`config.mk`:
```
export PLATFORM = sky130hd
export DESIGN_NAME = idtc_cfg_reg
export DESIGN_NICKNAME = d
export VERILOG_FILES = /design/src/hw/idtc_pkg.sv /design/src/hw/idtc_limit_decode.sv /design/src/hw/idtc_cfg_reg.sv
export VERILOG_INCLUDE_DIRS = /design/src /design/src/hw
export SDC_FILE = /design/constraint.sdc
export NUM_CORES = 1
export LEC_CHECK = 0
export BUFFER_PORTS_ARGS = -buffer_cell sky130_fd_sc_hd__buf_2
export CAP_MARGIN = 20
export CORE_ASPECT_RATIO = 1.25
export CORE_MARGIN = 2
export CORE_UTILIZATION = 31
export CTS_BUF_LIST = sky130_fd_sc_hd__clkbuf_8
export DETAILED_ROUTE_END_ITERATION = 16
export PLACE_DENSITY = 0.54
export SYNTH_ARGS = -nofsm -noshare
export SYNTH_HDL_FRONTEND = slang
export SYNTH_SLANG_ARGS = --single-unit
```
`constraint.sdc`:
```
create_clock -name clk -period 2.3 [get_ports clk]
set_input_delay 0.23 -clock clk [delete_from_list [all_inputs] [get_ports clk]]
set_output_delay 0.23 -clock clk [all_outputs]
set_load 0.03 [all_outputs]
```
`src/hw/idtc_consts.svh`:
```
// Constants for the input regulation and safety timer configuration register
`ifndef IDTC_CONSTS_SVH
`define IDTC_CONSTS_SVH
`define IDTC_ADDR 8'h0B
`define IDTC_RESET_VAL 8'h42
`define IDTC_BIT_REG_DIS 7
`define IDTC_BIT_CODE_HI 6
`define IDTC_BIT_CODE_LO 4
`define IDTC_BIT_HALF 3
`define IDTC_BIT_TMR_HI 2
`define IDTC_BIT_TMR_LO 1
`define IDTC_WR_MASK 8'hFE
`define IDTC_GRST_ADDR 8'h09
`define IDTC_GRST_BIT 7
`define IDTC_THR_BASE_MV 16'd4200
`define IDTC_THR_STEP_MV 16'd100
`define IDTC_LIMIT_30M_MIN 10'd30
`define IDTC_LIMIT_3H_MIN 10'd180
`define IDTC_LIMIT_9H_MIN 10'd540
`endif

```
`src/hw/idtc_pkg.sv`:
```
// Types for the input regulation and safety timer configuration register
package idtc_pkg;
    typedef enum logic [1:0] {
        IDTC_TMR_30M = 2'b00,
        IDTC_TMR_3H = 2'b01,
        IDTC_TMR_9H = 2'b10,
        IDTC_TMR_OFF = 2'b11
    } idtc_limit_t;
    typedef enum logic [1:0] {
        IDTC_PH_IDLE = 2'b00,
        IDTC_PH_CC = 2'b01,
        IDTC_PH_CV = 2'b11,
        IDTC_PH_OTHER = 2'b10
    } idtc_phase_t;
endpackage

```
`src/hw/idtc_limit_decode.sv`:
```
// Safety time limit decoder: code to minutes and timer enable
`timescale 1ns/10ps
`include "idtc_consts.svh"
module idtc_limit_decode (
    // Code
    input wire logic [1:0] code,
    // Decoded
    output logic [9:0] minutes,
    output logic timer_on
);
    always_comb begin
        minutes = 10'd0;
        timer_on = 1'b1;
        case (idtc_pkg::idtc_limit_t'(code))
            idtc_pkg::IDTC_TMR_30M: minutes = `IDTC_LIMIT_30M_MIN;
            idtc_pkg::IDTC_TMR_3H: minutes = `IDTC_LIMIT_3H_MIN;
            idtc_pkg::IDTC_TMR_9H: minutes = `IDTC_LIMIT_9H_MIN;
            default: timer_on = 1'b0;
        endcase
    end
endmodule // idtc_limit_decode

```
`src/hw/idtc_cfg_reg.sv`:
```
// Input regulation and safety timer configuration register
`timescale 1ns/10ps
`include "idtc_consts.svh"
module idtc_cfg_reg (
    // Clock and reset
    input wire logic clk,
    input wire logic sys_rst,
    // Register port from the serial interface
    input wire logic [7:0] reg_addr,
    input wire logic [7:0] reg_wdata,
    input wire logic reg_wr,
    input wire logic reg_rd,
    output logic [7:0] reg_rdata,
    output logic reg_hit,
    // Charger phase
    input wire logic [1:0] charge_phase,
    // Configuration outputs
    output logic input_regulation_disable,
    output logic [2:0] input_threshold_code,
    output logic [15:0] input_threshold_mv,
    output logic timer_half_rate_enable,
    output logic [1:0] safety_time_limit,
    output logic [9:0] limit_minutes,
    output logic timer_enable,
    output logic timer_half_rate,
    output logic global_reset_pulse
);
    localparam logic [7:0] RST_VAL = `IDTC_RESET_VAL;
    logic [7:0] cfg_r;
    logic [7:0] cfg_nxt;
    logic grst;
    logic wr_hit;
    logic [9:0] min_dec;
    logic on_dec;
    logic [15:0] thr_nxt;
    logic half_nxt;

    assign wr_hit = reg_wr && (reg_addr == `IDTC_ADDR);
    // Global reset request seen at address 8'h09, bit 7, not at this register
    assign grst = reg_wr && (reg_addr == `IDTC_GRST_ADDR) && reg_wdata[`IDTC_GRST_BIT];

    always_comb begin
        cfg_nxt = cfg_r;
        if (grst) begin
            cfg_nxt = `IDTC_RESET_VAL;
        end else if (wr_hit) begin
            cfg_nxt = reg_wdata & `IDTC_WR_MASK;
        end
    end

    // Defaults stay until a host write lands
    always_ff @(posedge clk or posedge sys_rst) begin
        if (sys_rst) begin
            cfg_r <= `IDTC_RESET_VAL;
        end else begin
            cfg_r <= cfg_nxt;
        end
    end

    always_ff @(posedge clk or posedge sys_rst) begin
        if (sys_rst) begin
            reg_rdata <= 8'h00;
            reg_hit <= 1'b0;
        end else begin
            reg_hit <= (reg_rd || reg_wr) && (reg_addr == `IDTC_ADDR);
            if (reg_rd && reg_addr == `IDTC_ADDR) begin
                reg_rdata <= cfg_r & `IDTC_WR_MASK;
            end else begin
                reg_rdata <= 8'h00;
            end
        end
    end

    idtc_limit_decode u_dec (
        .code(cfg_nxt[`IDTC_BIT_TMR_HI:`IDTC_BIT_TMR_LO]),
        .minutes(min_dec),
        .timer_on(on_dec)
    );

    // Threshold in millivolts, computed from the next value so outputs track the register
    assign thr_nxt = `IDTC_THR_BASE_MV
        + 16'(cfg_nxt[`IDTC_BIT_CODE_HI:`IDTC_BIT_CODE_LO]) * `IDTC_THR_STEP_MV;
    // Phase is sampled live, so halving follows the charger one register stage later
    assign half_nxt = cfg_nxt[`IDTC_BIT_HALF]
        && (charge_phase != idtc_pkg::IDTC_PH_CC)
        && (charge_phase != idtc_pkg::IDTC_PH_CV);

    always_ff @(posedge clk or posedge sys_rst) begin
        if (sys_rst) begin
            input_regulation_disable <= RST_VAL[`IDTC_BIT_REG_DIS];
            input_threshold_code <= RST_VAL[`IDTC_BIT_CODE_HI:`IDTC_BIT_CODE_LO];
            input_threshold_mv <= `IDTC_THR_BASE_MV
                + 16'(RST_VAL[`IDTC_BIT_CODE_HI:`IDTC_BIT_CODE_LO]) * `IDTC_THR_STEP_MV;
            timer_half_rate_enable <= RST_VAL[`IDTC_BIT_HALF];
            safety_time_limit <= RST_VAL[`IDTC_BIT_TMR_HI:`IDTC_BIT_TMR_LO];
            limit_minutes <= `IDTC_LIMIT_3H_MIN;
            timer_enable <= 1'b1;
            timer_half_rate <= 1'b0;
            global_reset_pulse <= 1'b0;
        end else begin
            input_regulation_disable <= cfg_nxt[`IDTC_BIT_REG_DIS];
            input_threshold_code <= cfg_nxt[`IDTC_BIT_CODE_HI:`IDTC_BIT_CODE_LO];
            input_threshold_mv <= thr_nxt;
            timer_half_rate_enable <= cfg_nxt[`IDTC_BIT_HALF];
            safety_time_limit <= cfg_nxt[`IDTC_BIT_TMR_HI:`IDTC_BIT_TMR_LO];
            limit_minutes <= min_dec;
            timer_enable <= on_dec;
            timer_half_rate <= half_nxt && on_dec;
            global_reset_pulse <= grst;
        end
    end
endmodule // idtc_cfg_reg

```
==> metrics.json, run 1 <==
{
  "status": {"value": "completed"},
  "worstSetupStartpointType": {"value": "primary input"},
  "diodes": {"value": 0},
  "die_w": {"value": 65.28, "unit": "microns"},
  "synth.yosys.warnings": {"value": 0},
  "timing.critical_path.arrival": {"value": 2.25, "unit": "ns"},
  "vias_per_cell": {"value": 4.382},
  "p_switching": {"value": 0.4219, "unit": "mW"},
  "share_of_yosys_cell_area_claimed_by_the_top_area_cell_type": {"value": 0.3439},
  "fin_skew": {"value": 0.004167, "unit": "ns"},
  "ir_drop": {"value": 0.0005994, "unit": "V"},
  "report.final.slew_viol_count": {"value": 0},
  "synth.distinct_cells": {"value": 38},
  "clock_tree_from_tritoncts": {"value": "done"},
  "detailedPlace.worstSlack": {"value": -0.04696, "unit": "ns"},
  "p_leak": {"value": 1.054, "unit": "nW"},
  "synthToLayoutAreaGrowth": {"value": 31.73, "unit": "%"},
  "report.final.setup_viol": {"value": 0},
  "dp_hpwl": {"value": 2.483, "unit": "mm"},
  "mostFrequentLayoutCells": {"value": "sky130_fd_sc_hd__buf_2, sky130_fd_sc_hd__dfrtp_1, sky130_fd_sc_hd__buf_4"},
  "layout.cells.most_common": {"value": "sky130_fd_sc_hd__buf_2"},
  "clk_path_buf_depth": {"value": 2},
  "ctsHoldBuffers": {"value": 0},
  "p_sw_frac": {"value": 0.2867},
  "floorplan.die_area": {"value": 0.005262, "unit": "sq mm"},
  "worstSetupPathType": {"value": "primary input to flip-flop"},
  "num-fill-cells": {"value": 457},
  "synth_area_per_cell": {"value": 11.64, "unit": "sq um"},
  "drcViolationCount": {"value": 0},
  "hold_ws": {"value": 0.01281, "unit": "ns"},
  "final-hold-violation-count": {"value": 0},
  "grt_max_degree": {"value": 31},
  "io_pins": {"value": 67},
  "crit_path_frequent_cell": {"value": "sky130_fd_sc_hd__ha_1"},
  "die_height": {"value": 80.60, "unit": "microns"},
  "cts_inserted_buffers": {"value": 5},
  "clock_latency": {"value": 0.27, "unit": "ns"},
  "worstPathCellList": {"value": "buf_2 > nor4_4 > buf_4 > and3_1 > a22oi_1 > ha_1 > inv_1 > ha_1 > ha_1 > nand2_1 > a21oi_1 > xnor2_1"},
  "power.sequential.fraction": {"value": 0.416},
  "gp_congestion": {"value": 0.8401},
  "grt_pass1_vias": {"value": 1080},
  "detail_route.wl_per_cell": {"value": 12.44, "unit": "microns"},
  "synth-seq-area-share": {"value": 0.5245},
  "async_flop_share": {"value": 1.000},
  "final_layout_size_suffix_gt1_frac": {"value": 0.4607},
  "worst_slack": {"value": 0.2461, "unit": "ns"},
  "yosys_register_bits": {"value": 30},
  "drtIter0Drc": {"value": 68},
  "detail-route-antenna-nets": {"value": 0},
  "worst-slew-pin-transition": {"value": 0.5667, "unit": "ns"},
  "synth_area": {"value": 0.001455, "unit": "sq mm"},
  "number_of_cell_rows": {"value": 27},
  "post_cts.resized_instances": {"value": 0},
  "design.core.area": {"value": 0.004459, "unit": "sq mm"},
  "timing.critical_path.slowest_cell_delay": {"value": 0.29, "unit": "ns"},
  "cp-end-kind": {"value": "flip-flop"},
  "port_buffers": {"value": 53},
  "grt_setup_unrepaired": {"value": "false"},
  "synth_ff_type": {"value": "sky130_fd_sc_hd__dfrtp_1"},
  "initial_core_util": {"value": 0.3263},
  "power_density": {"value": 767.7, "unit": "mW/mm^2"},
  "clkSlewWorstSetupHoldPaths": {"value": 0.06, "unit": "ns"},
  "power.clock.fraction": {"value": 0.358},
  "synth_enable_flop_cells": {"value": 0},
  "dr_vias": {"value": 1091},
  "max_cap_violations": {"value": 0},
  "p_comb_frac": {"value": 0.226},
  "post_route_fraction_of_the_period_consumed_by_the_critical_path": {"value": 0.8930},
  "cts.root.buffer_cell": {"value": "sky130_fd_sc_hd__clkbuf_8"},
  "period_needed": {"value": 2.054, "unit": "ns"},
  "max_freq": {"value": 486.9, "unit": "MHz"},
  "synth_top_area_cell": {"value": "sky130_fd_sc_hd__dfrtp_1"},
  "overflow": {"value": 0},
  "cts.htree.levels": {"value": 2},
  "power.internal": {"value": 1.050, "unit": "mW"},
  "fin_nets": {"value": 220},
  "postSynthCellCount": {"value": 125},
  "initial_antenna_violation_count": {"value": 0},
  "grt_first_pass_wirelength": {"value": 5.009, "unit": "mm"},
  "detail_route.wirelength": {"value": 3.098, "unit": "mm"},
  "post_cts.repair.setup_buffers": {"value": 0},
  "grt_use_total": {"value": 0.1306},
  "maxSlewHeadroom": {"value": 0.6222},
  "fin_setup_tns": {"value": 0, "unit": "ns"},
  "hold_path_class": {"value": "primary input to async pin"},
  "synth.top_cells.by_area": {"value": "sky130_fd_sc_hd__dfrtp_1, sky130_fd_sc_hd__dfstp_2, sky130_fd_sc_hd__buf_4"},
  "clock_sinks": {"value": 30},
  "detail_route.first_pass.iterations": {"value": 4},
  "power.total": {"value": 1.471, "unit": "mW"},
  "cp_data_required_time": {"value": 2.49, "unit": "ns"},
  "cpMaxStageDelayCell": {"value": "sky130_fd_sc_hd__ha_1"},
  "critical_path.max_fanout": {"value": 7}
}
[routing by layer]
layer  vias up  share of wire  GRT usage
li1        530              -          -
met1       506           0.40     0.1441
met2        48           0.49     0.2163
met3         7          0.094    0.05742
met4         0          0.018    0.05625
met5         -              0          0
[cell families after synthesis]
| logic type | synth area share |
|---|---|
| AND/OR/NAND/NOR | 0.1832 |
| adder cells (fa/ha/maj) | 0.06879 |
| flip-flops | 0.5245 |
| XOR/XNOR | 0.03009 |
| buffers and inverters | 0.1032 |
| other | 0.005161 |
| multiplexers | 0.02064 |
| AO/OA/AOI/OAI | 0.06450 |
[cells in the mapped netlist, drive strengths merged (2+ instances only)]
cell,number
xnor2,4
nand3,3
a21oi,4
a22o,2
and4b,2
nor2,4
and2,2
conb,2
mux2i,3
nor4,2
and3,8
nor3,2
dfrtp,20
dfstp,10
buf,15
ha,8
inv,9
nand2,8
nand3b,3
[power by group through the flow]
stage                     logic [mW]  registers [mW]  clock network (mW)
after CTS                      0.337           0.613               0.543
after global routing           0.360           0.619               0.572
after detailed placement       0.337           0.620                   0
final                          0.332           0.612               0.527
after floorplan                0.141           0.715                   0
after global placement         0.331           0.619                   0
[critical path: cells and delay by family]
family | cells | cell delay, ns
buffers and inverters | 3 | 0.34
adder cells (fa/ha/maj) | 3 | 0.77
XOR/XNOR | 1 | 0.13
AND/OR/NAND/NOR | 3 | 0.52
AO/OA/AOI/OAI | 2 | 0.26
[worst paths after layout]
check | startpoint | end | slack [ns] | depth (start not counted)
min reg2reg | cfg_r[3]$_DFF_PP0_ | reg_rdata[3]$_DFF_PP0_ | 0.55 | 1
max | reg_addr[5] | input_threshold_mv[9]$_DFF_PP0_ | 0.25 | 12
min in group clk | charge_phase[0] | timer_half_rate$_DFF_PP0_ | 0.11 | 2
max in group asynchronous | sys_rst | input_threshold_mv[8]$_DFF_PP1_ | 1.97 | 3
max reg2reg | input_threshold_code[1]$_DFF_PP0_ | input_threshold_mv[9]$_DFF_PP0_ | 0.27 | 10
min | sys_rst | reg_rdata[2]$_DFF_PP0_ | 0.01 | 3
[cell type report]
class	instances	area [sq um]	share of cell area
clock inverter	2	33.78	0.01762
multi-input combinational	79	575.6	0.3003
clock buffer	6	82.58	0.04308
tap	58	72.57	0.03786
sequential	30	763.2	0.3982
inverter	9	33.78	0.01762
timing repair buffer	65	355.3	0.1854
[sequential cells by signal, indices dropped and copies added, names as in the netlist]
name,count
cfg_r,4
global_reset_pulse,1
input_threshold_code,2
input_threshold_mv,8
limit_minutes,5
reg_hit,1
reg_rdata,7
safety_time_limit,1
timer_half_rate,1
[stage by stage]
stage / area [sq um] / utilization / instances
global route: 1917 / 0.4299 / 249
CTS: 1917 / 0.4299 / 249
floorplan: 1489 / - / 134
finish: 1917 / 0.4299 / 249
global placement: 1800 / 0.4038 / 241
detailed placement: 1800 / 0.4038 / 241
No activity file was read; power rests on OpenSTA's default activity.
==> run 2: changes to the inputs <==
--- a/config.mk
+++ b/config.mk
@@ -9,7 +9,6 @@
 export BUFFER_PORTS_ARGS = -buffer_cell sky130_fd_sc_hd__buf_2
 export CAP_MARGIN = 20
 export CORE_ASPECT_RATIO = 1.25
-export CORE_MARGIN = 2
 export CORE_UTILIZATION = 31
 export CTS_BUF_LIST = sky130_fd_sc_hd__clkbuf_8
 export DETAILED_ROUTE_END_ITERATION = 16
==> run 2 against run 1 <==
Routed wire length is 1.5% lower. Total power is 7.0% lower. Hold slack worse by 0.0013 ns. Clock power is 20% lower. Core utilization is 0.056 points lower. Sequential power hardly changed. Critical path type unchanged. Critical endpoint unchanged. Largest cell class unchanged.
==> metrics.json, run 2 (synthesis results as in run 1) <==
{
  "status": {"value": "completed"},
  "critical_path.max_fanout": {"value": 7, "change": "unchanged"},
  "cts.root.buffer_cell": {"value": "sky130_fd_sc_hd__clkbuf_8"},
  "grt_max_degree": {"value": 31, "change": "unchanged"},
  "mostFrequentLayoutCells": {"value": "sky130_fd_sc_hd__buf_2, sky130_fd_sc_hd__dfrtp_1, sky130_fd_sc_hd__buf_4"},
  "power.sequential.fraction": {"value": 0.446, "change": "+0.030"},
  "final_core_utilization": {"value": 0.4293, "change": "-0.0005610"},
  "maxSlewHeadroom": {"value": 0.6276, "change": "+0.005395"},
  "detail_route.first_pass.iterations": {"value": 4, "change": "unchanged"},
  "ctsHoldBuffers": {"value": 0, "change": "unchanged"},
  "clock_latency": {"value": 0.28, "unit": "ns", "change": "about the same"},
  "cts.htree.levels": {"value": 2, "change": "unchanged"},
  "dp.cells": {"value": 244, "change": "+1.2%"},
  "post_cts.repair.setup_buffers": {"value": 0, "change": "unchanged"},
  "worst_r2r_endpoint": {"value": "input_threshold_mv[9]$_DFF_PP0_"},
  "dp_hpwl": {"value": 2.359, "unit": "mm", "change": "-5.0%"},
  "clock_tree_from_tritoncts": {"value": "done"},
  "max_freq": {"value": 486.8, "unit": "MHz", "change": "about the same"},
  "rr_startpoint": {"value": "input_threshold_code[1]$_DFF_PP0_"},
  "report.final.slew_viol_count": {"value": 0, "change": "unchanged"},
  "die_height": {"value": 78.60, "unit": "microns", "change": "-2.5%"},
  "report.final.setup_viol": {"value": 0, "change": "unchanged"},
  "port_buffers": {"value": 53, "change": "unchanged"},
  "detail_route.wirelength": {"value": 3.050, "unit": "mm", "change": "-1.5%"},
  "hold_ws": {"value": 0.01152, "unit": "ns", "change": "-0.001293 ns"},
  "drcViolationCount": {"value": 0, "change": "unchanged"},
  "synthToLayoutAreaGrowth": {"value": 31.56, "unit": "%"},
  "dr_vias": {"value": 1115, "change": "+2.2%"},
  "top_register": {"value": "input_threshold_mv"},
  "p_leak": {"value": 1.059, "unit": "nW", "change": "+0.44%"},
  "hold_path_class": {"value": "primary input to async pin"},
  "max_cap_violations": {"value": 0, "change": "unchanged"},
  "grt_use_total": {"value": 0.1370, "change": "+0.006432"},
  "diodes": {"value": 0, "change": "unchanged"},
  "worstSetupPathType": {"value": "primary input to flip-flop"},
  "final_layout_size_suffix_gt1_frac": {"value": 0.4691, "change": "+0.008339"},
  "timing.critical_path.arrival": {"value": 2.26, "unit": "ns", "change": "about the same"},
  "final-hold-violation-count": {"value": 0, "change": "unchanged"},
  "detail-route-antenna-nets": {"value": 0, "change": "unchanged"},
  "biggestRegsByFlops": {"value": "input_threshold_mv x8, reg_rdata x7, limit_minutes x5"},
  "worst_slack": {"value": 0.2459, "unit": "ns", "change": "-0.0001800 ns"},
  "io_pins": {"value": 67, "change": "unchanged"},
  "fin_setup_tns": {"value": 0, "unit": "ns", "change": "unchanged"},
  "gp_congestion": {"value": 0.7699, "change": "-8.4%"},
  "p_switching": {"value": 0.4279, "unit": "mW", "change": "+1.4%"},
  "initial_antenna_violation_count": {"value": 0, "change": "unchanged"},
  "post_cts.resized_instances": {"value": 0, "change": "unchanged"},
  "period_needed": {"value": 2.054, "unit": "ns", "change": "+0.0001800 ns"},
  "layout.cells.non_filler": {"value": 252, "change": "+1.2%"},
  "grt_setup_unrepaired": {"value": "false"},
  "power_density": {"value": 715.1, "unit": "mW/mm^2", "change": "-6.8%"},
  "design.core.area": {"value": 0.004459, "unit": "sq mm", "change": "unchanged"},
  "cp_data_required_time": {"value": 2.50, "unit": "ns", "change": "about the same"},
  "clk_path_buf_depth": {"value": 2, "change": "unchanged"},
  "drtIter0Drc": {"value": 34, "change": "-50%"},
  "die_w": {"value": 63.28, "unit": "microns", "change": "-3.1%"},
  "clkSlewWorstSetupHoldPaths": {"value": 0.06, "unit": "ns", "change": "about the same"},
  "overflow": {"value": 0, "change": "unchanged"},
  "power.clock.fraction": {"value": 0.309, "change": "-0.049"},
  "p_comb_frac": {"value": 0.245, "change": "+0.019"},
  "setup.reg_to_reg.worst_slack": {"value": 0.26, "unit": "ns", "change": "about the same"},
  "r2r.worst_path.cells": {"value": 10, "change": "unchanged"},
  "detail_route.wl_per_cell": {"value": 12.10, "unit": "microns", "change": "-2.7%"},
  "vias_per_cell": {"value": 4.425, "change": "+0.98%"},
  "critPathCapture": {"value": "input_threshold_mv[9]$_DFF_PP0_"},
  "power.internal": {"value": 0.9411, "unit": "mW", "change": "-10%"},
  "clock_sinks": {"value": 30, "change": "unchanged"},
  "cp-end-kind": {"value": "flip-flop"},
  "floorplan.die_area": {"value": 0.004974, "unit": "sq mm", "change": "-5.5%"},
  "worst-slew-pin-transition": {"value": 0.5586, "unit": "ns", "change": "-0.008094 ns"},
  "fin_skew": {"value": 0.007258, "unit": "ns", "change": "+0.003091 ns"},
  "cts_inserted_buffers": {"value": 5, "change": "unchanged"},
  "worstSetupStartpointType": {"value": "primary input"},
  "layout.cells.most_common": {"value": "sky130_fd_sc_hd__buf_2"},
  "detailedPlace.worstSlack": {"value": -0.05256, "unit": "ns", "change": "-0.005599 ns"},
  "startpoint": {"value": "reg_addr[5]"},
  "post_route_fraction_of_the_period_consumed_by_the_critical_path": {"value": 0.8931, "change": "about the same"},
  "initial_core_util": {"value": 0.3263, "change": "unchanged"},
  "number_of_cell_rows": {"value": 27, "change": "unchanged"},
  "largest_register_ff_count": {"value": 8, "change": "unchanged"},
  "num-fill-cells": {"value": 473, "change": "+3.5%"},
  "ir_drop": {"value": 0.0004204, "unit": "V", "change": "-30%"},
  "p_sw_frac": {"value": 0.3125, "change": "+0.02583"},
  "grt_first_pass_wirelength": {"value": 5.119, "unit": "mm", "change": "+2.2%"},
  "fin_nets": {"value": 223, "change": "+1.4%"},
  "grt_pass1_vias": {"value": 1112, "change": "+3.0%"}
}
-- run 2: changes by cell type in the layout (fill, tap and decap cells not counted) --
cell,previous run,this run
sky130_fd_sc_hd__clkinv_2,0,1
sky130_fd_sc_hd__bufinv_16,1,0
sky130_fd_sc_hd__buf_4,12,15
-- run 2: per-layer routing --
layer | GRT usage | up-vias | part of all wire
met4 | 0.06136 | 0 | 0.018
met5 | 0 | - | 0
li1 | - | 534 | -
met2 | 0.2387 | 44 | 0.51
met3 | 0.05669 | 6 | 0.084
met1 | 0.1425 | 531 | 0.39
-- run 2: final cells by class --
class                   instances  area [sq um]  share of cell area
multi-input cells              79         575.6              0.3007
flip-flops and latches         30         763.2              0.3987
inverters                       9         33.78             0.01765
repair buffers                 68         377.9              0.1974
clock buffers                   6         82.58             0.04314
clock inverters                 2         8.758            0.004575
well taps                      58         72.57             0.03791
-- run 2: per-stage QoR --
stage	instance area [sq um]	power [mW]
floorplan	1489	0.8565
global placement	1823	0.9546
detailed placement	1823	0.9559
CTS	1914	1.391
global route	1914	1.444
finish	1914	1.369
-- run 2: worst max-delay path: stages --
cell,delay [ns]
sky130_fd_sc_hd__buf_2,0.11
sky130_fd_sc_hd__nor4_4,0.26
sky130_fd_sc_hd__buf_4,0.17
sky130_fd_sc_hd__nand4_1,0.11
sky130_fd_sc_hd__and2_1,0.20
sky130_fd_sc_hd__ha_1,0.29
sky130_fd_sc_hd__inv_1,0.05
sky130_fd_sc_hd__ha_1,0.19
sky130_fd_sc_hd__ha_1,0.29
sky130_fd_sc_hd__nand2_1,0.08
sky130_fd_sc_hd__a21oi_1,0.15
sky130_fd_sc_hd__xnor2_1,0.13
-- run 2: power by group through the flow --
stage | clock, mW | sequential [mW] | combinational [mW]
floorplan | 0 | 0.715 | 0.141
global placement | 0 | 0.620 | 0.335
detailed placement | 0 | 0.618 | 0.338
CTS | 0.440 | 0.611 | 0.339
global route | 0.464 | 0.615 | 0.364
finish | 0.423 | 0.610 | 0.335
-- run 2: worst min path at each step --
stage	start	cells after the start	slack, ns	endpoint
floorplan	charge_phase[0]	1	0.30	timer_half_rate$_DFF_PP0_
global placement	sys_rst	3	0.32	reg_rdata[1]$_DFF_PP0_
detailed placement	sys_rst	3	0.32	reg_rdata[3]$_DFF_PP0_
CTS	sys_rst	3	0.02	cfg_r[7]$_DFFE_PP0P_
global route	sys_rst	3	0.06	cfg_r[7]$_DFFE_PP0P_
finish	sys_rst	3	0.01	cfg_r[7]$_DFFE_PP0P_
==> run 3: changes to the inputs <==
--- a/config.mk
+++ b/config.mk
@@ -9,10 +9,10 @@
 export BUFFER_PORTS_ARGS = -buffer_cell sky130_fd_sc_hd__buf_2
 export CAP_MARGIN = 20
 export CORE_ASPECT_RATIO = 1.25
-export CORE_UTILIZATION = 31
+export CORE_UTILIZATION = 52
 export CTS_BUF_LIST = sky130_fd_sc_hd__clkbuf_8
 export DETAILED_ROUTE_END_ITERATION = 16
-export PLACE_DENSITY = 0.54
+export PLACE_DENSITY = 0.85
 export SYNTH_ARGS = -nofsm -noshare
 export SYNTH_HDL_FRONTEND = slang
 export SYNTH_SLANG_ARGS = --single-unit
==> constraint.sdc (replaced) <==
create_clock -name clk -period 2.5 [get_ports clk]
set_input_delay 0.25 -clock clk [delete_from_list [all_inputs] [get_ports clk]]
set_output_delay 0.25 -clock clk [all_outputs]
set_load 0.03 [all_outputs]
==> run 3 against run 2 <==
Die area is 39% lower. Critical path depth decreased by 2. Total power decreased by 3.5%. Final cell count shrank 13%. Register-to-register slack improved by 0.07 ns. Sequential power fell by 8.0%. Setup slack gained 0.085 ns. Clock skew is 0.0042 ns lower. Largest cell class unchanged.
==> metrics.json, run 3 (synthesis results as in run 1) <==
{
  "max_cap_violations": {"value": 0, "change": "unchanged"},
  "report.final.slew_viol_count": {"value": 0, "change": "unchanged"},
  "fin_setup_tns": {"value": 0, "unit": "ns", "change": "unchanged"},
  "ir_drop": {"value": 0.0005836, "unit": "V", "change": "+39%"},
  "max_freq": {"value": 460.9, "unit": "MHz"},
  "synthToLayoutAreaGrowth": {"value": 27.08, "unit": "%"},
  "worst_r2r_endpoint": {"value": "input_threshold_mv[9]$_DFF_PP0_"},
  "mostFrequentLayoutCells": {"value": "sky130_fd_sc_hd__buf_2, sky130_fd_sc_hd__dfrtp_1, sky130_fd_sc_hd__conb_1"},
  "top_register": {"value": "input_threshold_mv"},
  "detail_route.wl_per_cell": {"value": 12.60, "unit": "microns", "change": "+4.1%"},
  "die_w": {"value": 49.32, "unit": "microns", "change": "-22%"},
  "layout.cells.most_common": {"value": "sky130_fd_sc_hd__buf_2"},
  "timing.hold.worst_endpoint": {"value": "timer_half_rate$_DFF_PP0_"},
  "cp_data_required_time": {"value": 2.70, "unit": "ns", "change": "+0.20 ns"},
  "drcViolationCount": {"value": 0, "change": "unchanged"},
  "num-fill-cells": {"value": 230, "change": "-51%"},
  "fin_skew": {"value": 0.003045, "unit": "ns", "change": "-0.004213 ns"},
  "dr_vias": {"value": 1073, "change": "-3.8%"},
  "final_layout_size_suffix_gt1_frac": {"value": 0.4402, "change": "-0.02885"},
  "fin_nets": {"value": 213, "change": "-4.5%"},
  "layout.cells.non_filler": {"value": 218, "change": "-13%"},
  "initial_antenna_violation_count": {"value": 0, "change": "unchanged"},
  "detail-route-antenna-nets": {"value": 0, "change": "unchanged"},
  "hold_path_depth": {"value": 2},
  "floorplan.die_area": {"value": 0.003015, "unit": "sq mm", "change": "-39%"},
  "final_core_utilization": {"value": 0.6900, "change": "+0.2607"},
  "detail_route.wirelength": {"value": 2.746, "unit": "mm", "change": "-10%"},
  "dp_hpwl": {"value": 2.000, "unit": "mm", "change": "-15%"},
  "worstSetupStartpointType": {"value": "flip-flop"},
  "drtIter0Drc": {"value": 17, "change": "-50%"},
  "detail_route.first_pass.iterations": {"value": 4, "change": "unchanged"},
  "clock_latency": {"value": 0.28, "unit": "ns", "change": "about the same"},
  "cp-end-kind": {"value": "flip-flop"},
  "io_pins": {"value": 67, "change": "unchanged"},
  "diodes": {"value": 0, "change": "unchanged"},
  "worstPathBufferInverterCount": {"value": 2, "change": "-1"},
  "worstPathCellList": {"value": "inv_1 > a31o_1 > and2_1 > ha_1 > inv_1 > ha_1 > ha_1 > nand2_1 > a21oi_1 > xnor2_1"},
  "design.core.area": {"value": 0.002680, "unit": "sq mm", "change": "-40%"},
  "timing.critical_path.arrival": {"value": 2.37, "unit": "ns", "change": "+0.11 ns"},
  "cp_num_cells": {"value": 10, "change": "-2"},
  "clock_tree_from_tritoncts": {"value": "done"},
  "die_height": {"value": 61.15, "unit": "microns", "change": "-22%"},
  "gp_congestion": {"value": 0.7666, "change": "-0.43%"},
  "power_density": {"value": 714.4, "unit": "mW/mm^2", "change": "about the same"},
  "worst-slew-pin-transition": {"value": 0.5348, "unit": "ns", "change": "-0.02381 ns"},
  "overflow": {"value": 0, "change": "unchanged"},
  "port_buffers": {"value": 53, "change": "unchanged"},
  "hold_path_class": {"value": "primary input to flip-flop"},
  "period_needed": {"value": 2.169, "unit": "ns"},
  "number_of_cell_rows": {"value": 21, "change": "-22%"},
  "r2r.worst_path.cells": {"value": 10, "change": "unchanged"},
  "critical_path.max_fanout": {"value": 5, "change": "-2"},
  "initial_core_util": {"value": 0.5430, "change": "+0.2166"},
  "clkSlewWorstSetupHoldPaths": {"value": 0.06, "unit": "ns", "change": "about the same"},
  "cp_top_family": {"value": "adder cells"},
  "setup.reg_to_reg.worst_slack": {"value": 0.33, "unit": "ns", "change": "+0.07 ns"},
  "maxSlewHeadroom": {"value": 0.6435, "change": "+0.01587"},
  "status": {"value": "completed"},
  "report.final.setup_viol": {"value": 0, "change": "unchanged"},
  "grt_setup_unrepaired": {"value": "false"},
  "grt_first_pass_wirelength": {"value": 3.919, "unit": "mm", "change": "-23%"},
  "final-hold-violation-count": {"value": 0, "change": "unchanged"},
  "grt_max_degree": {"value": 29, "change": "-6.5%"},
  "clk_path_buf_depth": {"value": 2, "change": "unchanged"},
  "post_cts.resized_instances": {"value": 0, "change": "unchanged"},
  "vias_per_cell": {"value": 4.922, "change": "+11%"},
  "rr_startpoint": {"value": "input_threshold_code[1]$_DFF_PP0_"},
  "dp.cells": {"value": 208, "change": "-15%"},
  "clock_sinks": {"value": 30, "change": "unchanged"},
  "worstSetupPathType": {"value": "flip-flop to flip-flop"},
  "cts_inserted_buffers": {"value": 5, "change": "unchanged"},
  "grt_pass1_vias": {"value": 913, "change": "-18%"},
  "post_route_fraction_of_the_period_consumed_by_the_critical_path": {"value": 0.8678},
  "grt_use_total": {"value": 0.1840, "change": "+0.04696"},
  "cts.htree.levels": {"value": 2, "change": "unchanged"},
  "largest_register_ff_count": {"value": 8, "change": "unchanged"},
  "biggestRegsByFlops": {"value": "input_threshold_mv x8, reg_rdata x7, limit_minutes x5"},
  "cts.root.buffer_cell": {"value": "sky130_fd_sc_hd__clkbuf_8"},
  "crit_path_frequent_cell": {"value": "sky130_fd_sc_hd__ha_1"},
  "p_leak": {"value": 1.022, "unit": "nW", "change": "-3.5%"},
  "timing.critical_path.slowest_cell_delay": {"value": 0.38, "unit": "ns", "change": "+0.09 ns"},
  "hold_start": {"value": "charge_phase[0]"},
  "cpMaxStageDelayCell": {"value": "sky130_fd_sc_hd__dfrtp_1"}
}
[run 3: per-stage QoR]
stage / instance area (sq um) / total power [mW] / hold WS (ns) / worst slack [ns]
after floorplan: 1489 / 0.7880 / 0.3227 / 0.2874
after global placement: 1703 / 0.8468 / 0.4153 / 0.1377
after detailed placement: 1703 / 0.8540 / 0.4254 / 0.03173
after CTS: 1812 / 1.325 / 0.1247 / 0.3209
after global routing: 1849 / 1.373 / 0.1287 / 0.1673
final: 1849 / 1.321 / 0.1248 / 0.3305
[run 3: worst max path at each step]
stage                                                 end                               from
after CTS                 input_threshold_mv[9]$_DFF_PP0_  input_threshold_code[1]$_DFF_PP0_
final                     input_threshold_mv[9]$_DFF_PP0_  input_threshold_code[1]$_DFF_PP0_
after global routing      input_threshold_mv[9]$_DFF_PP0_                        reg_addr[5]
after detailed placement  input_threshold_mv[9]$_DFF_PP0_                        reg_addr[5]
after global placement    input_threshold_mv[9]$_DFF_PP0_                        reg_addr[5]
after floorplan           input_threshold_mv[9]$_DFF_PP0_                        reg_addr[5]
[run 3: per-layer routing]
metal  global-route usage  up-vias  wire [microns]  share of wire
met2               0.3072       45            1446           0.53
met3              0.05926        6             153          0.056
met4               0.1134        0              55          0.020
met5                    0        -               0              0
li1                     -      515               -              -
met1               0.2087      507            1091           0.40
[run 3: area by class of cell]
class                           instances  area (sq um)  share of cell area
Sequential cell                        30         763.2              0.4127
Multi-Input combinational cell         79         575.6              0.3112
Tap cell                               34         42.54             0.02300
Clock buffer                            5         68.82             0.03721
Clock inverter                          3         40.04             0.02165
Inverter                                9         33.78             0.01827
Timing Repair Buffer                   58         325.3              0.1759
[run 3: what timing repair did]
item | CTS | global route
endpoints found under the setup margin | 0 | 0
endpoints found under the hold margin | 0 | 2
buffers inserted | 0 | 0
hold buffers | 0 | 1
[run 3: power by group]
group          switching [mW]  internal [mW]  leakage, nW
combinational           0.201         0.0912        0.598
sequential             0.0161          0.545        0.365
clock                   0.175          0.293       0.0579
[run 3: worst reg2reg max path, stage by stage (launching register included)]
cell	delay, ns
sky130_fd_sc_hd__dfrtp_1	0.38
sky130_fd_sc_hd__inv_1	0.05
sky130_fd_sc_hd__a31o_1	0.19
sky130_fd_sc_hd__and2_1	0.22
sky130_fd_sc_hd__ha_1	0.30
sky130_fd_sc_hd__inv_1	0.05
sky130_fd_sc_hd__ha_1	0.20
sky130_fd_sc_hd__ha_1	0.31
sky130_fd_sc_hd__nand2_1	0.09
sky130_fd_sc_hd__a21oi_1	0.16
sky130_fd_sc_hd__xnor2_1	0.14
